## config.mk

```make
export PLATFORM = sky130hd
export DESIGN_NAME = opm_mode_ctrl
export DESIGN_NICKNAME = d
export VERILOG_FILES = /design/src/opm_pkg.sv /design/src/opm_mode_ctrl.sv /design/src/opm_param_store.sv
export VERILOG_INCLUDE_DIRS = /design/src
export SDC_FILE = /design/constraint.sdc
export NUM_CORES = 1
export LEC_CHECK = 0
export BUFFER_PORTS_ARGS = -buffer_cell sky130_fd_sc_hd__buf_2
export CAP_MARGIN = 20
export CORE_UTILIZATION = 32
export DETAILED_ROUTE_END_ITERATION = 6
export SLEW_MARGIN = 20
export SYNTH_ARGS = -nofsm -noshare
export SYNTH_HDL_FRONTEND = slang
export SYNTH_SLANG_ARGS = --single-unit
```

## constraint.sdc

```tcl
create_clock -name clock -period 4.7 [get_ports clock]
set_input_delay 0.94 -clock clock [delete_from_list [all_inputs] [get_ports clock]]
set_output_delay 0.94 -clock clock [all_outputs]
set_load 0.02 [all_outputs]
```

## src/opm_regs.svh

```systemverilog
// Constants for the optical parameterization mode control block
`ifndef OPM_REGS_SVH
`define OPM_REGS_SVH
`define OPM_CLK_HZ        200000000
`define OPM_LOCK_MIN      10
// Lock span exceeds 32 bits, so it is reckoned in 64-bit arithmetic
`define OPM_LOCK_CYC      (64'(`OPM_LOCK_MIN) * 64'(60) * 64'(`OPM_CLK_HZ))
`define OPM_LONG_MS       2000
`define OPM_LONG_CYC      (`OPM_LONG_MS * (`OPM_CLK_HZ / 1000))
`define OPM_OK_MS         1000
`define OPM_OK_CYC        (`OPM_OK_MS * (`OPM_CLK_HZ / 1000))
`define OPM_ERR_MS        2000
`define OPM_ERR_CYC       (`OPM_ERR_MS * (`OPM_CLK_HZ / 1000))
`define OPM_DEB_US        10
`define OPM_DEB_CYC       (`OPM_DEB_US * (`OPM_CLK_HZ / 1000000))
`define OPM_BLINK_MS      250
`define OPM_BLINK_CYC     (`OPM_BLINK_MS * (`OPM_CLK_HZ / 1000))
`endif
```

## src/opm_pkg.sv

```systemverilog
// Types for the optical parameterization mode control block
`default_nettype none
package opm_pkg;
   typedef enum logic [2:0] {
      OPM_CODE_NONE, OPM_CODE_ENABLE, OPM_CODE_PARAM, OPM_CODE_STORE,
      OPM_CODE_CANCEL, OPM_CODE_USE, OPM_CODE_DEFAULT, OPM_CODE_INVALID
   } opm_code_type;
   typedef enum logic [1:0] {OPM_LAMP_OFF, OPM_LAMP_GREEN, OPM_LAMP_RED} opm_lamp_type;
   typedef enum {OPM_IDLE, OPM_PEND, OPM_PARAM, OPM_LOCKED} opm_state_type;
endpackage
`default_nettype wire

```

## src/opm_mode_ctrl.sv

```systemverilog
// Code-card parameterization mode control
// Contract
// - Entry allowed only within 10 minutes of power-on or of the last session; afterwards head locks.
// - Lock timer is held off while a session is in progress.
// - Lock engages only after more than 10 minutes without parameterization activity.
// - Button press while locked flashes all lamps, lit 2 s each cycle.
// - Mode button held over 2 s requests mode; yellow lamp flashes pending.
// - Pending: enable card enters mode, green 1 s; otherwise red 2 s.
// - In mode, valid card updates working set, green 1 s; invalid red 2 s.
// - Store card saves, leaves mode, green 1 s.
// - Short press in mode exits, restoring last saved set.
// - Cancel card exits mode, discarding unsaved changes.
// - Use card exits running modified set unsaved; power cycle reloads saved.
// - Default card loads factory defaults and exits; store requires re-entry.
`timescale 1ns/1ps
`default_nettype none
`include "opm_regs.svh"
module opm_mode_ctrl #(
   parameter int          W        = 16,
   parameter logic [W-1:0] DEF_SET = 16'h0000,
   parameter longint      LOCK_CYC = `OPM_LOCK_CYC,
   parameter int          LONG_CYC = `OPM_LONG_CYC,
   parameter int          OK_CYC   = `OPM_OK_CYC,
   parameter int          ERR_CYC  = `OPM_ERR_CYC,
   parameter int          DEB_CYC  = `OPM_DEB_CYC,
   parameter int          BLK_CYC  = `OPM_BLINK_CYC
) (
   // Clock and reset
   input  wire logic                 clock,
   input  wire logic                 nrst,
   // Operator button
   input  wire logic                 mode_button,
   // Camera decoder
   input  wire logic                 code_valid,
   input  wire opm_pkg::opm_code_type code_type,
   input  wire logic [W-1:0]         code_data,
   // Nonvolatile copy
   input  wire logic [W-1:0]         nv_data,
   output logic                      nv_write,
   output logic [W-1:0]              nv_wdata,
   // Lamps and state
   output opm_pkg::opm_lamp_type     status_feedback_lamp,
   output logic                      mode_pending_lamp,
   output logic                      all_lamps_flash,
   output logic                      head_locked,
   output logic                      param_active,
   output logic [W-1:0]              active_params
);
   import opm_pkg::*;

   opm_state_type state_r;
   logic [W-1:0]  work_q, saved_q;
   logic          boot_r, wr_work, save, restore, load_def;
   logic          btn_r, btn_cnt_done, press_long, press_short;
   logic [31:0]   deb_r, hold_r, lamp_r, blk_r, flash_r;
   logic [47:0]   lock_r;
   logic          code_ev;
   opm_lamp_type  lamp_col_r;

   // ==================================================
   // Parameter storage
   opm_param_store #(.W(W)) u_store (
      .clock     (clock),
      .nrst      (nrst),
      .wr_work   (wr_work),
      .wr_data   (code_data),
      .save      (save),
      .restore   (restore),
      .load_def  (load_def),
      .def_data  (DEF_SET),
      .boot_data (nv_data),
      .boot      (boot_r),
      .work_q    (work_q),
      .saved_q   (saved_q)
   );

   // Reload saved set after each power-up
   always_ff @(posedge clock or negedge nrst) begin
      if (!nrst)
         boot_r <= 1'b1;
      else
         boot_r <= 1'b0;
   end

   // ==================================================
   // Button debounce and press classification
   always_ff @(posedge clock or negedge nrst) begin
      if (!nrst) begin
         btn_r <= 1'b0;
         deb_r <= '0;
      end else if (mode_button == btn_r) begin
         deb_r <= '0;
      end else if (deb_r >= 32'(DEB_CYC - 1)) begin
         btn_r <= mode_button;
         deb_r <= '0;
      end else begin
         deb_r <= deb_r + 32'h1;
      end
   end

   // Long press fires once at 2 s while held; short on early release
   always_ff @(posedge clock or negedge nrst) begin
      if (!nrst)
         hold_r <= '0;
      else if (!btn_r)
         hold_r <= '0;
      else if (!btn_cnt_done)
         hold_r <= hold_r + 32'h1;
   end
   assign btn_cnt_done = (hold_r >= 32'(LONG_CYC));
   assign press_long   = btn_r && (hold_r == 32'(LONG_CYC - 1));
   assign press_short  = btn_r && (mode_button == 1'b0) && (deb_r >= 32'(DEB_CYC - 1))
                         && !btn_cnt_done;
   assign code_ev = code_valid;

   // ==================================================
   // Time lock
   always_ff @(posedge clock or negedge nrst) begin
      if (!nrst)
         lock_r <= '0;
      else if (state_r != OPM_IDLE && state_r != OPM_LOCKED)
         lock_r <= '0;
      else if (lock_r < 48'(LOCK_CYC))
         lock_r <= lock_r + 48'h1;
   end

   // ==================================================
   // Mode sequencing
   always_ff @(posedge clock or negedge nrst) begin
      if (!nrst)
         state_r <= OPM_IDLE;
      else begin
         case (state_r)
            OPM_IDLE: begin
               if (lock_r >= 48'(LOCK_CYC))
                  state_r <= OPM_LOCKED;
               else if (press_long)
                  state_r <= OPM_PEND;
            end
            OPM_PEND: begin
               if (code_ev)
                  state_r <= (code_type == OPM_CODE_ENABLE) ? OPM_PARAM : OPM_IDLE;
               else if (press_short)
                  state_r <= OPM_IDLE;
            end
            OPM_PARAM: begin
               if (press_short)
                  state_r <= OPM_IDLE;
               else if (code_ev && code_type inside {OPM_CODE_STORE, OPM_CODE_CANCEL,
                                                     OPM_CODE_USE, OPM_CODE_DEFAULT})
                  state_r <= OPM_IDLE;
            end
            OPM_LOCKED: state_r <= OPM_LOCKED;
            default:    state_r <= OPM_IDLE;
         endcase
      end
   end

   // Parameter set commands
   assign wr_work  = (state_r == OPM_PARAM) && code_ev && (code_type == OPM_CODE_PARAM);
   assign save     = (state_r == OPM_PARAM) && code_ev && (code_type == OPM_CODE_STORE) && !press_short;
   assign restore  = (state_r == OPM_PARAM) && (press_short ||
                     (code_ev && code_type == OPM_CODE_CANCEL));
   assign load_def = (state_r == OPM_PARAM) && !press_short && code_ev
                     && (code_type == OPM_CODE_DEFAULT);

   always_ff @(posedge clock or negedge nrst) begin
      if (!nrst) begin
         nv_write <= 1'b0;
         nv_wdata <= '0;
      end else begin
         nv_write <= save;
         if (save)
            nv_wdata <= work_q;
      end
   end

   // ==================================================
   // Status lamp timing
   always_ff @(posedge clock or negedge nrst) begin
      if (!nrst) begin
         lamp_r     <= '0;
         lamp_col_r <= OPM_LAMP_OFF;
      end else if (state_r == OPM_PEND && code_ev) begin
         lamp_col_r <= (code_type == OPM_CODE_ENABLE) ? OPM_LAMP_GREEN : OPM_LAMP_RED;
         lamp_r     <= (code_type == OPM_CODE_ENABLE) ? 32'(OK_CYC) : 32'(ERR_CYC);
      end else if (state_r == OPM_PARAM && code_ev && !press_short
                   && code_type inside {OPM_CODE_PARAM, OPM_CODE_STORE, OPM_CODE_INVALID}) begin
         lamp_col_r <= (code_type == OPM_CODE_INVALID) ? OPM_LAMP_RED : OPM_LAMP_GREEN;
         lamp_r     <= (code_type == OPM_CODE_INVALID) ? 32'(ERR_CYC) : 32'(OK_CYC);
      end else if (lamp_r > 32'h1) begin
         lamp_r <= lamp_r - 32'h1;
      end else begin
         lamp_r     <= '0;
         lamp_col_r <= OPM_LAMP_OFF;
      end
   end

   // Slow blink for the mode pending lamp
   always_ff @(posedge clock or negedge nrst) begin
      if (!nrst)
         blk_r <= '0;
      else
         blk_r <= (blk_r >= 32'(BLK_CYC - 1)) ? '0 : blk_r + 32'h1;
   end

   // Locked flash: on 2 s, off 2 s, restarted at cycle end while the button is held
   always_ff @(posedge clock or negedge nrst) begin
      if (!nrst)
         flash_r <= '0;
      else if (state_r == OPM_LOCKED && btn_r && flash_r == '0)
         flash_r <= 32'(2 * ERR_CYC);
      else if (flash_r != '0)
         flash_r <= flash_r - 32'h1;
   end

   // ==================================================
   // Registered outputs
   always_ff @(posedge clock or negedge nrst) begin
      if (!nrst) begin
         status_feedback_lamp <= OPM_LAMP_OFF;
         mode_pending_lamp    <= 1'b0;
         all_lamps_flash      <= 1'b0;
         head_locked          <= 1'b0;
         param_active         <= 1'b0;
         active_params        <= '0;
      end else begin
         status_feedback_lamp <= lamp_col_r;
         mode_pending_lamp    <= (state_r == OPM_PEND) && (blk_r < 32'(BLK_CYC / 2));
         all_lamps_flash      <= (flash_r > 32'(ERR_CYC));
         head_locked          <= (state_r == OPM_LOCKED);
         param_active         <= (state_r == OPM_PARAM);
         active_params        <= work_q;
      end
   end
endmodule // opm_mode_ctrl
`default_nettype wire

```

## src/opm_param_store.sv

```systemverilog
// Working and saved parameter set storage with registered read-out
`timescale 1ns/1ps
`default_nettype none
module opm_param_store #(
   parameter int W = 16
) (
   // Clock and reset
   input  wire logic         clock,
   input  wire logic         nrst,
   // Commands
   input  wire logic         wr_work,
   input  wire logic [W-1:0] wr_data,
   input  wire logic         save,
   input  wire logic         restore,
   input  wire logic         load_def,
   input  wire logic [W-1:0] def_data,
   input  wire logic [W-1:0] boot_data,
   input  wire logic         boot,
   // Registered outputs
   output logic      [W-1:0] work_q,
   output logic      [W-1:0] saved_q
);
   // Saved set stands for the nonvolatile copy; boot reloads it
   always_ff @(posedge clock or negedge nrst) begin
      if (!nrst)
         saved_q <= '0;
      else if (boot)
         saved_q <= boot_data;
      else if (save)
         saved_q <= work_q;
   end

   always_ff @(posedge clock or negedge nrst) begin
      if (!nrst)
         work_q <= '0;
      else if (boot)
         work_q <= boot_data;
      else if (load_def)
         work_q <= def_data;
      else if (restore)
         work_q <= saved_q;
      else if (wr_work)
         work_q <= wr_data;
   end
endmodule // opm_param_store
`default_nettype wire

```

# == Yosys cells after proc, flatten, opt, wreduce, memory -nomap -nowiden ==
# Index checks and enable logic that the tools add are counted.
# word_totals
reg_bits,315
input_bits,39
out_inout_bits,39
wordCells,126
# classes
addsub,6
order_cmp,8
n_eq_ne,21
n_mux,33
bitwise_logic,2
reduce_logical,36
# op_table
cell,n
2-to-1 mux 32 bit,16
one-hot mux 32 bit (4 select lines),1
adder 32 x 1 -> 32 bit (second input constant),3
equality test 32 x 2 -> 1 bit (second input constant),3
2-to-1 mux 16 bit,6
2-to-1 mux 48 bit,2
equality test 32 x 3 -> 1 bit (second input constant),2
logical NOT 32 bit,2
nonzero test 32 bit,2
subtractor 32 x 1 -> 32 bit (second input constant),2
2-to-1 mux 29 bit,2
adder 48 x 1 -> 48 bit (second input constant),1
greater-or-equal comparator 48 x 37 -> 1 bit (second input constant),1
less-than comparator 48 x 37 -> 1 bit (second input constant),1
equality test 32 x 1 -> 1 bit (second input constant),1
equality test 32 x 29 -> 1 bit (second input constant),1
greater-or-equal comparator 32 x 11 -> 1 bit (second input constant),1
greater-or-equal comparator 32 x 26 -> 1 bit (second input constant),1
greater-or-equal comparator 32 x 29 -> 1 bit (second input constant),1
greater-than comparator 32 x 1 -> 1 bit (second input constant),1
greater-than comparator 32 x 29 -> 1 bit (second input constant),1
less-than comparator 32 x 25 -> 1 bit (second input constant),1
inequality test 32 x 3 -> 1 bit (second input constant),1
logical AND 1 bit,21
other kinds (15),32

# == Longest topological paths before layout ==
# logic_depth
depth_word,10
ltp_mapped,9
mapped_depth_nobuf,8

# == Hierarchy ==
# Synthesis repeated with hierarchy kept, for this count alone.
# unflattened
hier_cells,1313
area_unflattened_um2,13594.3
# modules_own_cells
mod,n_inst,cells_each,area_per_inst_um2,seq_area_each_um2
opm_mode_ctrl,1,1136,11742.5,6332.3
opm_param_store,1,177,1851.8,800.8

# == Worst setup path before layout ==
# No wires, ideal clock.
# synth_timing
path_kind,input port to flip-flop
from,in code_type[2]
to,reg u_store.work_q[10]
setup_time_ns,0.130
arrival_time_ns,2.750
required_time_ns,4.570
setup_slack_ns,1.820
path_stages,9
n_path_buf,3
cell_sequence,clkbuf_1 > nand2b_1 > or3b_2 > clkbuf_1 > or2_1 > clkbuf_1 > and2_1 > a211oi_1 > o21ai_0
# synth_via
elab_chain_cells,7
word_cells_on_any_way,12
classes_between,eq/ne: 3; mux: 3; reduce/logical: 6
# synth_rtl
element,line_no,rtl
start: declaration,opm_mode_ctrl.sv:35,"input wire opm_pkg::opm_code_type code_type,"
equality test 3 bit,opm_mode_ctrl.sv:163,(code_ev && code_type == OPM_CODE_CANCEL));
logical AND 1 bit,opm_mode_ctrl.sv:163,
logical OR 1 bit,opm_mode_ctrl.sv:162,assign restore = (state_r == OPM_PARAM) && (press_short ||
logical AND 1 bit,opm_mode_ctrl.sv:162,
2-to-1 mux 16 bit,opm_param_store.sv:40,else if (restore)
2-to-1 mux 16 bit,opm_param_store.sv:38,else if (load_def)
2-to-1 mux 16 bit,opm_param_store.sv:36,else if (boot)
end signal: assignment,opm_param_store.sv:37,work_q <= boot_data;
end signal: assignment,opm_param_store.sv:39,work_q <= def_data;
end signal: assignment,opm_param_store.sv:41,work_q <= saved_q;
end: declaration,opm_param_store.sv:20,"output logic [W-1:0] work_q,"
# Parallel ways exist; a longest one is shown, timed or not.
# A chain may end at the register's enable or synchronous reset.

# == Final worst setup path ==
# layout_timing
from,reg lock_r[6]
to,reg lock_r[28]
# layout_via
elab_chain_cells,3
word_cells_on_any_way,5
classes_between,add/sub: 1; order compare: 1; mux: 2; reduce/logical: 1
# layout_rtl
element,line_no,rtl
start: declaration,opm_mode_ctrl.sv:56,logic [47:0] lock_r;
start signal: assignment,opm_mode_ctrl.sv:124,lock_r <= lock_r + 48'h1;
adder 48 x 1 -> 48 bit,opm_mode_ctrl.sv:124,
2-to-1 mux 48 bit,opm_mode_ctrl.sv:123,else if (lock_r < 48'(LOCK_CYC))
2-to-1 mux 48 bit,opm_mode_ctrl.sv:121,else if (state_r != OPM_IDLE && state_r != OPM_LOCKED)
# Parallel ways exist; a longest one is shown, timed or not. The select of a mux whose other input is x is not followed.

==> impl_results.md <==
* CTS sink count at ~290
* Critical path class: reg2reg
* Sequential share of the synthesized area at between 50% and 60%
* Worst skew pair latency at 0.53 ns
* Core Box Area at 43100 um2
* DP Worst Slack at approximately 1.3 ns
* FF-to-FF End: lock_r[28]
* Total power at between 0.007 and 0.008 W
* CP Depth at 6
* Comb pwr share at 20.8%
* Leak Pwr at approximately 6.6 nW
* Number of global-route vias before repair at ~10000
* Post-Route WL at roughly 33 mm
* Share of layout cells above drive strength 1 at around an eighth
* Critical Path, Cell by Cell: and4_1 > nand4_1 > nor3_1 > nand2_1 > nor4_1 > mux2_2
* DIE HEIGHT at about 210 um
* CP max stage delay at 0.63 ns
* Flop pwr share at around 43%
* Worst EP arrival at 3.43 ns
* Clock buffer depth at 3
* Top cell family by delay on the critical path: simple AND/OR/NAND/NOR gates
* Internal at approximately 0.0050 W
* GP Congestion at roughly 0.85
* Multi-input gate area in the final layout at 6550 um2
* Remaining Overflow, GRT at 0
* CTS tree: yes
* Reg2Reg Depth at 6
* Switch Pwr at approximately 0.0023 W
* Yosys warnings at 0
* Vias per cell at 5.14
* Final Cycle Share at 64.2%
* Die ar. at between 40000 and 50000 um2
* Hold WC Path Type: reg2reg
* Worst Clk Skew at 0.0147 ns
* Post-route ant nets at 0
* Initial antenna violation count at 8
* Post-CTS Setup Inserts at 0
* Worst hold start: lamp_col_r[0]
* GR Util All Layers at 15.1%
* Synthesized flop and latch total at 285
* Distinct cells, synth at approximately 70
* Status: finished clean
* Critical R2R Launch: lock_r[6]
* Reg2reg setup slack at about 1.7 ns
* Clock share of power at 36.6%
* VDD IR max at about 0.00026 V
* Fin crit period at between 3 and 4 ns
* Fill cell count at 4213
* Hold path depth at 0
* Util after Layout at between 30% and 40%
* EDFF count, synth at 0
* Chip Width at 211 um
* Crit path buffers/inverters at 0
* CP Capture Type: flip-flop
* Worst setup SP type: flip-flop
* Post-route DRC at 0
* Buffers added on ports at 77
* Hold Vio Cnt, Final at 0
* Detailed placement HPWL at between 20 and 25 mm
* CTS buffer count at 34
* Rel. slew slack at a little under a third
* Clk slew on worst S/H paths at roughly 0.060 ns
* CTS resizes at 0
* Vias at approximately 11000
* RSZ-0062 raised after global routing: no
* # IOs at between 70 and 80
* Pwr dens at 454 nW/um2
* Worst Path Max Fanout at 25
* Setup-failing EPs final at 0
* Final Max Slew Viols at 0
* Data required time at the worst endpoint at slightly above 5 ns
* Worst setup margin at between 1.5 and 2 ns
* Syn avg cell area at roughly 10 um2
* Switching portion of total power at about a third
* DR iter-0 viols at 883
* Setup TNS at 0 ns
* Largest net degree at the start of global routing at 118
* Register area at about 7100 um2
* Top_reg_cell synth: dfrtp_1
* Initial Util at 32.5%
* Hold buffers post-CTS at 0
* Fmax at 0.331 GHz
* First-pass GRT wire length at approximately 55 mm
* Pre-Repair DR Iteration Count at 5
* Crit-path slowest cell: nand2_1
* FFs w/ async S/R, synth at 100%
* Routed wire per std cell at approximately 16 um
* Htree depth at 2
* Worst Hold End: status_feedback_lamp[0]
* Worst-Margin Slew at around 1.0 ns
* Post-Synthesis Cells at about 1400
* Mapped Area at approximately 14000 um2
* Maxcap violations at 0
* Synth-to-layout area growth at 15.9%
* Final nets at about 1500
* Root buffer cell: clkbuf_16
* Rows at 76
## worst reg2reg max path: stages (launching register included)
cell and delay (ns):
dfrtp_1 0.41, and4_1 0.27, nand4_1 0.18, nor3_1 0.61, nand2_1 0.63, nor4_1 0.45, mux2_2 0.37
## per-stage QoR
step	std cells	area [um2]	hold WS, ns
2_1_floorplan	1425	14100	0.354
3_3_place_gp	2026	15000	0.367
3_5_place_dp	2027	15100	0.373
4_1_cts	2087	16200	0.385
5_1_grt	2087	16200	0.391
6_report	2088	16200	0.379
## cell usage in the layout, fill, tap and decap left out, types with 14 or more instances in the layout
master	instances
ha_1	15
and2_1	39
nand2_1	93
a21oi_1	56
nor3_1	41
nand3_1	70
a32oi_1	16
clkbuf_16	37
xor2_1	37
and3_1	21
inv_1	30
dfrtp_1	284
nor2_1	104
o31ai_1	17
or4_1	22
nor4_1	57
o21ai_0	66
a211oi_1	45
xnor2_1	64
mux2_2	14
conb_1	28
nand4_1	31
nor2b_1	35
a31oi_1	19
buf_2	76
or3_1	29
## worst max path at each step
stage / to / startpoint / slack (ns)
finish: lock_r[28] / lock_r[6] / 1.68
global route: lock_r[29] / lock_r[6] / 1.30
CTS: lamp_r[27] / hold_r[27] / 1.41
detailed placement: lamp_r[14] / mode_button / 1.28
global placement: u_store.work_q[7] / mode_button / 1.24
floorplan: u_store.work_q[10] / code_type[2] / 1.82
## layout make-up
class / count / area share [%]
Timing Repair Buffer: 92 / 3.31
Sequential cell: 285 / 44.0
Antenna cell: 1 / 0.0154
Multi-Input combinational cell: 1035 / 40.4
Clock inverter: 8 / 0.555
Clock buffer: 52 / 6.55
Tap cell: 585 / 4.51
Inverter: 30 / 0.694
## logic make-up (layout without fill, tap and decap cells)
group	count (synthesis)	in the layout	synth area share [%]
AO/OA/AOI/OAI	266	266	12.5
XOR/XNOR	101	101	6.32
adder cells (fa/ha/maj)	15	15	1.34
buffers and inverters	105	182	3.08
flip-flops	285	285	51.0
multiplexers	35	35	2.95
other	1	29	0.0268
AND/OR/NAND/NOR	590	590	22.8
## layer usage
layer	track usage, %	wire [um]
met1	20.7	15200
met4	5.17	817
met3	2.60	1490
met2	24.1	15500
met5	0	31
## power by group through the flow
stage	Clock, W	Combinational, W	Sequential (W)
finish	0.00270	0.00154	0.00314
floorplan	0	0.00108	0.00316
CTS	0.00278	0.00155	0.00314
global placement	0	0.00151	0.00316
global route	0.00287	0.00174	0.00319
detailed placement	0	0.00154	0.00317
## cell usage after synthesis, drive strengths merged (8+ instances only)
master | number | area share (%)
o31ai | 18 | 1.1
nor3 | 43 | 1.6
nand2 | 93 | 2.5
nor4 | 58 | 2.7
nor2b | 35 | 1.6
nand2b | 12 | 0.54
and3 | 21 | 0.94
mux2i | 12 | 0.86
a32oi | 16 | 1.0
dfrtp | 284 | 51
mux2 | 23 | 2.1
nor2 | 106 | 3.0
xor2 | 37 | 2.3
a211oi | 45 | 2.4
clkbuf | 60 | 1.6
or3 | 29 | 1.3
o21a | 10 | 0.54
o21ai | 69 | 2.5
and4 | 10 | 0.63
o21bai | 8 | 0.43
ha | 15 | 1.3
and2 | 39 | 1.7
a31oi | 20 | 1.0
or4 | 23 | 1.3
nand4 | 31 | 1.4
xnor2 | 64 | 4.0
buf | 15 | 0.65
nand3 | 70 | 2.5
a21oi | 57 | 2.1
inv | 30 | 0.80
## flip-flops by register name, indices dropped and copies added (netlist names), 16 cells and up
signal and cells:
u_store.saved_q 16, u_store.work_q 16, hold_r 32, deb_r 32, lock_r 48, nv_wdata 16, active_params 16, flash_r 32
lamp_r 32, blk_r 32
Power figures use the tool's default switching activity.
